===== src/isr_pkg.sv =====
package isr_pkg;
  localparam int unsigned ISR_CLK_HZ = 100_000_000;
  // sample rate in millihertz, as printed: 819.2 samples per second
  localparam longint unsigned ISR_SAMPLE_MHZ = 819_200;
  localparam int unsigned ISR_SAMPLE_CYC =
    int'((longint'(ISR_CLK_HZ) * 1000) / ISR_SAMPLE_MHZ);
  // power-up self initialisation time, microseconds
  localparam int unsigned ISR_INIT_US = 220_000;
  localparam int unsigned ISR_INIT_CYC = ISR_INIT_US * (ISR_CLK_HZ / 1_000_000);
  localparam int unsigned ISR_WORD_BITS = 16;
  localparam int unsigned ISR_NREG = 14;
  localparam logic [6:0] ISR_FIRST_ADDR = 7'h02;
  localparam logic [6:0] ISR_LAST_ADDR = 7'h1C;
  localparam logic [15:0] ISR_BURST_CMD = 16'h4200;
  localparam int unsigned ISR_FRESH_BIT = 15;
  localparam int unsigned ISR_ALARM_BIT = 14;
  localparam logic [15:0] ISR_IDLE_WORD = 16'h0000;
endpackage : isr_pkg


===== src/isr_out_mem.sv =====
`timescale 1ns/1ns
`default_nettype none
// output register file: one word per output register, registered read port
module isr_out_mem
  import isr_pkg::*;
(
  input wire logic ref_clk,
  input wire logic wr_en,
  input wire logic [3:0] wr_idx,
  input wire logic [15:0] wr_data,
  input wire logic [3:0] rd_idx,
  output logic [15:0] rd_data
);
  logic [15:0] mem_reg [ISR_NREG];

  always_ff @(posedge ref_clk) begin
    if (wr_en) begin
      mem_reg[wr_idx] <= wr_data;
    end
    rd_data <= mem_reg[rd_idx];
  end
endmodule : isr_out_mem
`default_nettype wire


===== src/isr_spi_readout.sv =====
// Notes on behaviour
// - self-start after reset, refresh output words at 819.2 samples per second.
// - pulse sample_done_pin high at the end of each sample cycle.
// - slave in mode 3, 16-bit words, most significant bit first.
// - output line changes on each falling serial clock edge.
// - input line captured on each rising serial clock edge.
// - single read: request word, then the register comes back next word.
// - low byte of a read request is ignored.
// - register byte address sits in the upper request byte.
// - full duplex; reads chain back to back.
// - command 0x4200 starts a burst of all output words.
// - burst words go out in ascending address order.
// - burst words follow back to back, with no gap clock between them.
// - fourth digital pin is general I/O or external sync clock.
// - burst covers addresses 0x02 to 0x1C in steps of two.
// - bit 15 fresh flag, bit 14 alarm, measurement in 13..0.
`timescale 1ns/1ns
`default_nettype none
module isr_spi_readout
  import isr_pkg::*;
#(
  parameter int unsigned INIT_CYC = ISR_INIT_CYC
) (
  input wire logic ref_clk,
  input wire logic rst_n,
  input wire logic spi_sclk,
  input wire logic spi_cs_n,
  input wire logic spi_mosi,
  output logic spi_miso,
  // measurement feed from the sensor front end
  input wire logic [13:0] meas_data,
  input wire logic meas_alarm,
  input wire logic sync_mode_en,
  output logic sample_done_pin,
  input wire logic sync_clock_input_pin_in,
  output logic sync_clock_input_pin_out,
  output logic sync_clock_input_pin_oe_n,
  input wire logic general_io_b_out,
  input wire logic general_io_b_oe_n
);
  logic rst_s1_reg, rst_s2_reg;
  always_ff @(posedge ref_clk or negedge rst_n) begin
    if (!rst_n) begin
      rst_s1_reg <= 1'b0;
      rst_s2_reg <= 1'b0;
    end else begin
      rst_s1_reg <= 1'b1;
      rst_s2_reg <= rst_s1_reg;
    end
  end
  wire logic rstn = rst_s2_reg;

  // two-flop synchronisers for the pins; stage two is the pin value, stage three is read only for edge detection
  logic [3:0] pin_s1_reg, pin_s2_reg, pin_s3_reg;
  always_ff @(posedge ref_clk or negedge rstn) begin
    if (!rstn) begin
      pin_s1_reg <= 4'hf;
      pin_s2_reg <= 4'hf;
      pin_s3_reg <= 4'hf;
    end else begin
      pin_s1_reg <= {sync_clock_input_pin_in, spi_mosi, spi_cs_n, spi_sclk};
      pin_s2_reg <= pin_s1_reg;
      pin_s3_reg <= pin_s2_reg;
    end
  end
  wire logic sclk_s = pin_s2_reg[0];
  wire logic cs_n_s = pin_s2_reg[1];
  wire logic mosi_s = pin_s2_reg[2];
  wire logic sync_s = pin_s2_reg[3];
  wire logic sclk_rise = sclk_s & ~pin_s3_reg[0];
  wire logic sclk_fall = ~sclk_s & pin_s3_reg[0];
  wire logic cs_rise = cs_n_s & ~pin_s3_reg[1];
  wire logic sync_rise = sync_s & ~pin_s3_reg[3];

  // sample timing: internal divider or the external sync clock
  typedef enum logic [1:0] {ISR_INIT, ISR_RUN} isr_phase_t;
  isr_phase_t phase_reg, phase_next;
  logic [31:0] tmr_reg, tmr_next;
  logic [3:0] fill_reg, fill_next;
  logic filling_reg, filling_next;
  logic done_reg, done_next;
  logic [13:0] fresh_reg, fresh_next;
  logic tick;

  always_comb begin
    phase_next = phase_reg;
    tmr_next = tmr_reg;
    fill_next = fill_reg;
    filling_next = filling_reg;
    done_next = 1'b0;
    tick = 1'b0;
    unique case (phase_reg)
      ISR_INIT: begin
        tmr_next = tmr_reg + 32'h0000_0001;
        if (tmr_reg >= INIT_CYC - 1) begin
          phase_next = ISR_RUN;
          // first sample follows init at once, not a full period later
          tmr_next = 32'(ISR_SAMPLE_CYC - 1);
        end
      end
      ISR_RUN: begin
        if (sync_mode_en) begin
          tick = sync_rise;
          tmr_next = 32'h0000_0000;
        end else if (tmr_reg >= ISR_SAMPLE_CYC - 1) begin
          tick = 1'b1;
          tmr_next = 32'h0000_0000;
        end else begin
          tmr_next = tmr_reg + 32'h0000_0001;
        end
      end
      default: phase_next = ISR_INIT;
    endcase
    if (tick && !filling_reg) begin
      filling_next = 1'b1;
      fill_next = 4'h0;
    end else if (filling_reg) begin
      fill_next = fill_reg + 4'h1;
      if (fill_reg == 4'(ISR_NREG - 1)) begin
        filling_next = 1'b0;
        done_next = 1'b1;
      end
    end
  end

  always_ff @(posedge ref_clk or negedge rstn) begin
    if (!rstn) begin
      phase_reg <= ISR_INIT;
      tmr_reg <= 32'h0000_0000;
      fill_reg <= 4'h0;
      filling_reg <= 1'b0;
      done_reg <= 1'b0;
    end else begin
      phase_reg <= phase_next;
      tmr_reg <= tmr_next;
      fill_reg <= fill_next;
      filling_reg <= filling_next;
      done_reg <= done_next;
    end
  end
  assign sample_done_pin = done_reg;

  // pin c: general output when not a sync input
  logic pin_c_out_reg, pin_c_oe_n_reg;
  always_ff @(posedge ref_clk or negedge rstn) begin
    if (!rstn) begin
      pin_c_out_reg <= 1'b0;
      pin_c_oe_n_reg <= 1'b1;
    end else begin
      pin_c_out_reg <= general_io_b_out;
      pin_c_oe_n_reg <= sync_mode_en | general_io_b_oe_n;
    end
  end
  assign sync_clock_input_pin_out = pin_c_out_reg;
  assign sync_clock_input_pin_oe_n = pin_c_oe_n_reg;

  // serial engine
  logic [15:0] rx_reg, rx_next, tx_reg, tx_next;
  logic [4:0] bit_reg, bit_next;
  logic [3:0] rd_idx_reg, rd_idx_next;
  logic burst_reg, burst_next;
  logic [3:0] bcnt_reg, bcnt_next;
  logic load_reg, load_next;
  logic miso_reg, miso_next;
  logic [15:0] rd_data;
  logic [15:0] full_word;

  // fresh flag set on refresh, cleared when the word is read
  always_comb begin
    fresh_next = fresh_reg;
    if (load_reg && rd_idx_reg != 4'hf) begin
      fresh_next[rd_idx_reg] = 1'b0;
    end
    if (filling_reg) begin
      fresh_next[fill_reg] = 1'b1; // refresh wins over the read clear
    end
  end

  isr_out_mem u_mem (
    .ref_clk(ref_clk),
    .wr_en(filling_reg),
    .wr_idx(fill_reg),
    .wr_data({2'b00, meas_data}),
    .rd_idx(rd_idx_next),
    .rd_data(rd_data)
  );
  always_comb begin
    full_word = rd_data;
    full_word[ISR_FRESH_BIT] = fresh_reg[rd_idx_reg];
    full_word[ISR_ALARM_BIT] = meas_alarm;
  end

  logic [15:0] req;
  always_comb begin
    req = {rx_reg[14:0], mosi_s};
    rx_next = rx_reg;
    tx_next = tx_reg;
    bit_next = bit_reg;
    rd_idx_next = rd_idx_reg;
    burst_next = burst_reg;
    bcnt_next = bcnt_reg;
    load_next = 1'b0;
    miso_next = miso_reg;
    if (cs_n_s) begin
      bit_next = 5'd0;
      miso_next = tx_reg[15];
      if (cs_rise) begin
        burst_next = 1'b0;
      end
    end else begin
      if (sclk_rise) begin
        rx_next = req;
        bit_next = bit_reg + 5'd1;
        if (bit_reg == 5'(ISR_WORD_BITS - 1)) begin
          bit_next = 5'd0;
          load_next = 1'b1;
          if (burst_reg) begin
            if (bcnt_reg == 4'(ISR_NREG - 1)) begin
              burst_next = 1'b0;
            end else begin
              bcnt_next = bcnt_reg + 4'h1;
              rd_idx_next = bcnt_reg + 4'h1;
            end
          end else if (req == ISR_BURST_CMD) begin
            burst_next = 1'b1;
            bcnt_next = 4'h0;
            rd_idx_next = 4'h0;
          end else if (!req[15] && !req[8] && req[14:8] >= ISR_FIRST_ADDR
                       && req[14:8] <= ISR_LAST_ADDR) begin
            rd_idx_next = 4'((req[14:8] - ISR_FIRST_ADDR) >> 1);
          end else begin
            rd_idx_next = 4'hf; // unmapped: reads zero
          end
        end
      end
      if (sclk_fall) begin
        miso_next = tx_reg[15];
        tx_next = {tx_reg[14:0], 1'b0};
      end
    end
    if (load_reg) begin
      // word for the request is shifted next frame
      tx_next = (rd_idx_reg == 4'hf) ? ISR_IDLE_WORD : full_word;
    end
  end

  always_ff @(posedge ref_clk or negedge rstn) begin
    if (!rstn) begin
      rx_reg <= 16'h0000;
      tx_reg <= 16'h0000;
      bit_reg <= 5'd0;
      rd_idx_reg <= 4'hf;
      burst_reg <= 1'b0;
      bcnt_reg <= 4'h0;
      load_reg <= 1'b0;
      miso_reg <= 1'b0;
      fresh_reg <= 14'h0000;
    end else begin
      rx_reg <= rx_next;
      tx_reg <= tx_next;
      bit_reg <= bit_next;
      rd_idx_reg <= rd_idx_next;
      burst_reg <= burst_next;
      bcnt_reg <= bcnt_next;
      load_reg <= load_next;
      miso_reg <= miso_next;
      fresh_reg <= fresh_next;
    end
  end
  assign spi_miso = miso_reg;

  a_done_after_fill: assert property (@(posedge ref_clk) disable iff (!rstn)
    (filling_reg && fill_reg == 4'(ISR_NREG - 1)) |=> sample_done_pin)
    else $error("done pulse missing");
  a_done_one_cycle: assert property (@(posedge ref_clk) disable iff (!rstn)
    sample_done_pin |=> !sample_done_pin)
    else $error("done pulse too long");
  a_miso_on_fall: assert property (@(posedge ref_clk) disable iff (!rstn)
    (!cs_n_s && !sclk_fall && !load_reg) |=> $stable(spi_miso))
    else $error("miso moved off falling edge");
  a_cs_abort: assert property (@(posedge ref_clk) disable iff (!rstn)
    cs_n_s |=> bit_reg == 5'd0)
    else $error("frame not aborted");
  a_burst_start: assert property (@(posedge ref_clk) disable iff (!rstn)
    (!cs_n_s && sclk_rise && bit_reg == 5'd15 && !burst_reg
     && req == ISR_BURST_CMD) |=> burst_reg && rd_idx_reg == 4'h0)
    else $error("burst not started");
  a_addr_decode: assert property (@(posedge ref_clk) disable iff (!rstn)
    (!cs_n_s && sclk_rise && bit_reg == 5'd15 && !burst_reg && req == 16'h0400)
    |=> rd_idx_reg == 4'h1)
    else $error("bad address decode");
  a_write_ignored: assert property (@(posedge ref_clk) disable iff (!rstn)
    (!cs_n_s && sclk_rise && bit_reg == 5'd15 && !burst_reg && req[15]
     && req != ISR_BURST_CMD) |=> rd_idx_reg == 4'hf)
    else $error("non-read decoded");
  // cycles since the last internal tick, kept apart from the sample timer
  logic [31:0] gap_reg, gap_next;
  always_comb begin
    gap_next = gap_reg + 32'h0000_0001;
    if (tick || sync_mode_en || phase_reg != ISR_RUN) begin
      gap_next = 32'h0000_0000;
    end
  end
  always_ff @(posedge ref_clk or negedge rstn) begin
    if (!rstn) begin
      gap_reg <= 32'h0000_0000;
    end else begin
      gap_reg <= gap_next;
    end
  end
  a_tick_rate: assert property (@(posedge ref_clk) disable iff (!rstn)
    gap_reg < ISR_SAMPLE_CYC)
    else $error("sample timer stuck");
  c_single: cover property (@(posedge ref_clk) disable iff (!rstn)
    load_reg && !burst_reg);
  c_burst_end: cover property (@(posedge ref_clk) disable iff (!rstn)
    burst_reg && bcnt_reg == 4'(ISR_NREG - 1));
  c_sync_tick: cover property (@(posedge ref_clk) disable iff (!rstn)
    sync_mode_en && tick);
endmodule : isr_spi_readout
`default_nettype wire


===== config.mk =====
export PLATFORM = sky130hd
export DESIGN_NAME = isr_spi_readout
export DESIGN_NICKNAME = d
export VERILOG_FILES = /design/src/isr_pkg.sv /design/src/isr_out_mem.sv /design/src/isr_spi_readout.sv
export SDC_FILE = /design/constraint.sdc
export NUM_CORES = 1
export LEC_CHECK = 0
export ABC_AREA = 1
export BUFFER_PORTS_ARGS = -buffer_cell sky130_fd_sc_hd__buf_2
export CORE_ASPECT_RATIO = 0.5
export CORE_MARGIN = 2
export CORE_UTILIZATION = 40
export DETAILED_ROUTE_END_ITERATION = 6
export GPL_TIMING_DRIVEN = 0
export HOLD_SLACK_MARGIN = 0.08
export MAX_ROUTING_LAYER = met4
export PLACE_DENSITY = 0.6
export SLEW_MARGIN = 20
export SYNTH_ARGS = -nofsm -noshare
export SYNTH_HDL_FRONTEND = slang
export SYNTH_HIERARCHICAL = 1
export SYNTH_SLANG_ARGS = --single-unit

===== constraint.sdc =====
create_clock -name ref_clk -period 6.62 [get_ports ref_clk]
set_input_delay 0.331 -clock ref_clk [delete_from_list [all_inputs] [get_ports ref_clk]]
set_output_delay 0.331 -clock ref_clk [all_outputs]
set_load 0.02 [all_outputs]

Yosys cells after proc, flatten, opt, wreduce, memory -nomap -nowiden:

Memories as Yosys holds them, arrays and structs flattened. A register that Yosys moved wholly into a read port is not among the register bits.
Cells that the tools add are included.

* register bits after elaboration: 117
* RAM bits: 196
* input bits: 24
* output and inout port bits: 4
* memories: 1

Memory list
* u_mem.mem_reg: words 14, bits a word 14, rd ports 1, clocked after memory_dff 1, wr ports 1, line isr_out_mem.sv:14 `logic [15:0] mem_reg [ISR_NREG];`

* add/subtract/negate cells: 5
* order comparisons: 8
* eq/ne operators: 11
* muxes and demuxes: 56
* bitwise logic cells: 14
* reduce and logical (&&, ||, !) cells: 23

Operators by type and width (count)
* $mux W32: 3
* $mux W16: 4
* $pmux W32 S2: 1
* $mux W4: 12
* $add A32 B1 Y32 const B: 1
* $ge A32 B17 Y1 const B: 1
* $ge A32 B25 Y1 const B: 1
* $mux W14: 2
* $mux W1: 26
* $eq A16 B15 Y1 const B: 1
* $mux W5: 3
* $and A14 B14 Y14: 1
* $not A14 Y14: 1
* $or A14 B14 Y14: 1
* $reduce_bool A2 Y1: 7
* $eq A4 B4 Y1 const B: 3
* $lt A4 B5 Y1 const B: 2
* $add A4 B1 Y4 const B: 2
* $demux W1 S4: 2
* $ge A4 B1 Y1 const B: 2
* $ge A7 B2 Y1 const B: 1
* $le A7 B5 Y1 const B: 1
* $logic_and A1 B1 Y1: 7
* $not A1 Y1: 6
* other kinds (17): 26

Depth between registers and ports, before layout:

* word-level depth: 10
* depth in mapped cells: 19
* mapped depth without buffers: 17

Modules after synthesis:

Netlist, hierarchy kept.

By module, submodules not included
* isr_out_mem: times used 1, cells each 883, area each 9741.8 um^2, seq. area each 7046.8 um^2
* isr_spi_readout: times used 1, cells each 705, area each 5775.5 um^2, seq. area each 2897.8 um^2

Worst setup path before layout:

OpenSTA, ideal clock, no wires.

* path kind: register to register
* start: reg rx_reg[8]
* end: reg u_mem.rd_data[11], read port of u_mem.mem_reg
* arrival time: 1.976 ns
* required time: 6.506 ns
* slack: 4.529 ns
* stages on the path, launching flop included: 19
* path buffers: 3
* period minus slack after synthesis: 2.091 ns
* cells stage by stage: dfrtp_1 > inv_1 > ha_1 > nor2_1 > a31oi_1 > nand3_1 > nand2_1 > nand2_1 > nand2_1 > nand2_1 > buf_4 > inv_2 > buf_6 > buf_6 > nand2_1 > nand3_1 > nand3_1 > nand3_1 > nand2_1

* longest elaborated chain between the ends: 9
* elaborated cells on any way between the ends: 12
* those cells by class: add/sub: 1; order compare: 2; eq/ne: 1; mux: 6; reduce/logical: 2

Ends and longest elaborated chain
* from (decl): line isr_spi_readout.sv:158 `logic [15:0] rx_reg, rx_next, tx_reg, tx_next;`
* from (signal assigned): line isr_spi_readout.sv:259 `rx_reg <= rx_next;`
* $ge A7 B2 Y1: line isr_spi_readout.sv:228 `end else if (!req[15] && !req[8] && req[14:8] >= ISR_FIRST_ADDR`
* $logic_and A1 B1 Y1: line isr_spi_readout.sv:228
* $logic_and A1 B1 Y1: line isr_spi_readout.sv:229 `&& req[14:8] <= ISR_LAST_ADDR) begin`
* $mux W4: line isr_spi_readout.sv:228
* $mux W4 (*): line isr_spi_readout.sv:224 `end else if (req == ISR_BURST_CMD) begin`
* $mux W4 (*): line isr_spi_readout.sv:217 `if (burst_reg) begin`
* $mux W4 (*): line isr_spi_readout.sv:214 `if (bit_reg == 5'(ISR_WORD_BITS - 1)) begin`
* $mux W4 (*): line isr_spi_readout.sv:211 `if (sclk_rise) begin`
* $mux W4 (*): line isr_spi_readout.sv:204 `if (cs_n_s) begin`
* net rd_idx_next[0]: line isr_spi_readout.sv:160 `logic [3:0] rd_idx_reg, rd_idx_next;`
* to (decl): line isr_out_mem.sv:12 `output logic [15:0] rd_data`

The timed path passes the listed nets; every way through them passes the cells marked *.
A chain may end at the register's enable or synchronous reset.

Worst setup path in the final report:

* start: reg rx_reg[8]
* end: reg u_mem.rd_data[5], read port of u_mem.mem_reg

The elaborated chain is that of the path after synthesis.

==> results.cfg <==
[outcome]
outcome = complete, no violations

[routing]
firstDrtPassIters = 6
finalWirelength_um = 33600
vias_per_cell = 4.88
dr_total_vias = 10100
drc = 0
drtAntennaViolNets = 0
drtIter0Drc = 898
wl_per_cell_um = 16.3

[die]
die_w_um = 272
dieArea_um2 = 37500
row_count = 48
core-area_um2 = 34900
die_y_um = 138
start_util_pct = 41.1
ios = 28

[sta]
final_hold_viol_count = 0
rsz0062_at_grt = false
setup-tns-final_ps = 0
fmax_ghz = 0.332
final-setup-viol-count = 0
min_period_ps = 3010
tightest_slew_ps = 890
post-route-period-util_pct = 45.5
skew_ps = 30.9
setup_slack_ps = 3610
slew_headroom_pct = 40.6
maxSlewViolCount = 0

[grt]
grt_overflow = 0
grt_max_degree = 46
grt_use_met3_pct = 3.58
gr-usage-all-layers_pct = 18.7
antenna_found_initial = 1
first_global_vias = 9260
grt_pass1_wl_um = 52400
use_met2_pct = 27.5
top_usage_layer = met2
grt_use_met1_pct = 26.9

[layout]
syn_to_final_growth_pct = 13.6
largest_reg_flops = 196
layout-drive-gt1-share_pct = 11.9
fillers = 3215
num-nets-final = 1603

[pwr]
p_leak_nw = 6.83
p_total_mw = 4.93
peakVddDrop_uv = 195
powerDensity_nw_per_um2 = 302

[clock_tree]
cts.sink_count = 325
clockBufferDepth = 3
cts_made_buffers = 30
clkSlewWorstSetupHoldPaths_ps = 70
clk_latency_ps = 600
clockRootBuffer = clkbuf_16
tritoncts = built
ctsResizeCount = 0
cts_max_level = 1

[worst_setup_path]
start_kind = flop
required_ps = 7160
slowest_stage = clkbuf_1
cpMostUsedCell = nand2_1
cp_max_fo = 10
endpoint_kind = flop
critical_path.max_stage_delay_ps = 430
critPathKind = reg2reg
path_cells = inv_1 -> ha_1 -> nor2_1 -> a31oi_1 -> nand3_1 -> nand2_1 -> nand2_1 -> nand2_1 -> nand2_1 -> inv_2 -> clkbuf_1 -> nand3_1 -> nand3_1 -> nand3_1 -> nand2_1
worst_ep_arrival_time_ps = 3550

[synthesis]
syn-mean-instance-area_um2 = 9.64
synth_cells = 1488
yosysWarnings = 6
syn_area_um2 = 14300

[place]
io_buffers = 27
post-dp-hpwl_um = 22400
gp_congestion = 0.893
dp_slack_ps = 3780

[min_path]
hold_class = in2reg

[flow_run]
max-cap-violations = 0
==> metrics by stage <==
step,instances,hold WS (ps),utilization (%),area [µm²]
finish,2067,111,46.7,16300
global route,2067,113,46.7,16300
CTS,2066,109,46.7,16300
detailed placement,2000,117,43.6,15200
global placement,1996,116,43.3,15100
floorplan,1494,35.4,-,14400
==> routing by layer <==
layer	routed length, µm	vias up
met2	14300	295
met3	2570	57
met1	16000	4752
met5	0	-
met4	702	0
li1	-	4993
==> path summary, 6_finish.rpt <==
kind	from	end	slack (ps)	depth (start not counted)
min in group asynchronous	rst_s2_reg	fill_reg[0]	250	0
max in group asynchronous	rst_s2_reg	rd_idx_reg[2]	5720	1
hold / removal	meas_data[7]	u_mem/mem_reg[13][7]	110	1
hold reg to reg	rst_s2_reg	fill_reg[0]	250	0
setup reg to reg	rx_reg[8]	u_mem/rd_data[5]	3610	15
setup / recovery	rx_reg[8]	u_mem/rd_data[5]	3610	15
==> timing repair <==
item                      4_1_cts  5_1_grt
hold endpoints to repair        9        0
buffers inserted                0        0
hold buffers                   10        0
==> where the power goes <==
group          switching (mW)  total (mW)  internal, mW
logic                   0.453       0.608         0.155
clock network           0.778        1.74         0.957
registers               0.102        2.58          2.48
==> placed cells by master, fill, tap and decap left out, types with 10 or more instances in the layout <==
| cell | instances |
|---|---|
| xor2_1 | 16 |
| dfstp_2 | 16 |
| a21oi_1 | 62 |
| clkbuf_16 | 30 |
| ha_1 | 12 |
| nand3_1 | 151 |
| nor2_2 | 20 |
| nor3_1 | 12 |
| clkbuf_1 | 14 |
| nor2_1 | 74 |
| buf_2 | 51 |
| o21ai_0 | 52 |
| dfxtp_1 | 14 |
| nand2_1 | 471 |
| inv_1 | 164 |
| dlygate4sd3_1 | 10 |
| edfxtp_1 | 196 |
| dfrtp_1 | 98 |
==> critical path, delay by kind of cell, from the launching register on <==
kind | cells | cell delay (ps)
AO/OA/AOI/OAI | 1 | 300
adder cells (fa/ha/maj) | 1 | 160
buffers and inverters | 3 | 800
flip-flops | 1 | 420
AND/OR/NAND/NOR | 10 | 1290
==> layout make-up <==
| cell class | count | area (µm²) | share of cell area, % |
|---|---|---|---|
| repair buffers | 41 | 305 | 1.87 |
| inverters | 172 | 646 | 3.96 |
| plain buffers | 58 | 334 | 2.05 |
| multi-input cells | 939 | 4360 | 26.8 |
| clock buffers | 37 | 817 | 5.01 |
| diodes | 1 | 2.50 | 0.0154 |
| well taps | 475 | 594 | 3.65 |
| flip-flops and latches | 325 | 9070 | 55.6 |
| clock inverters | 19 | 171 | 1.05 |
(Power assumes the default switching activity.)
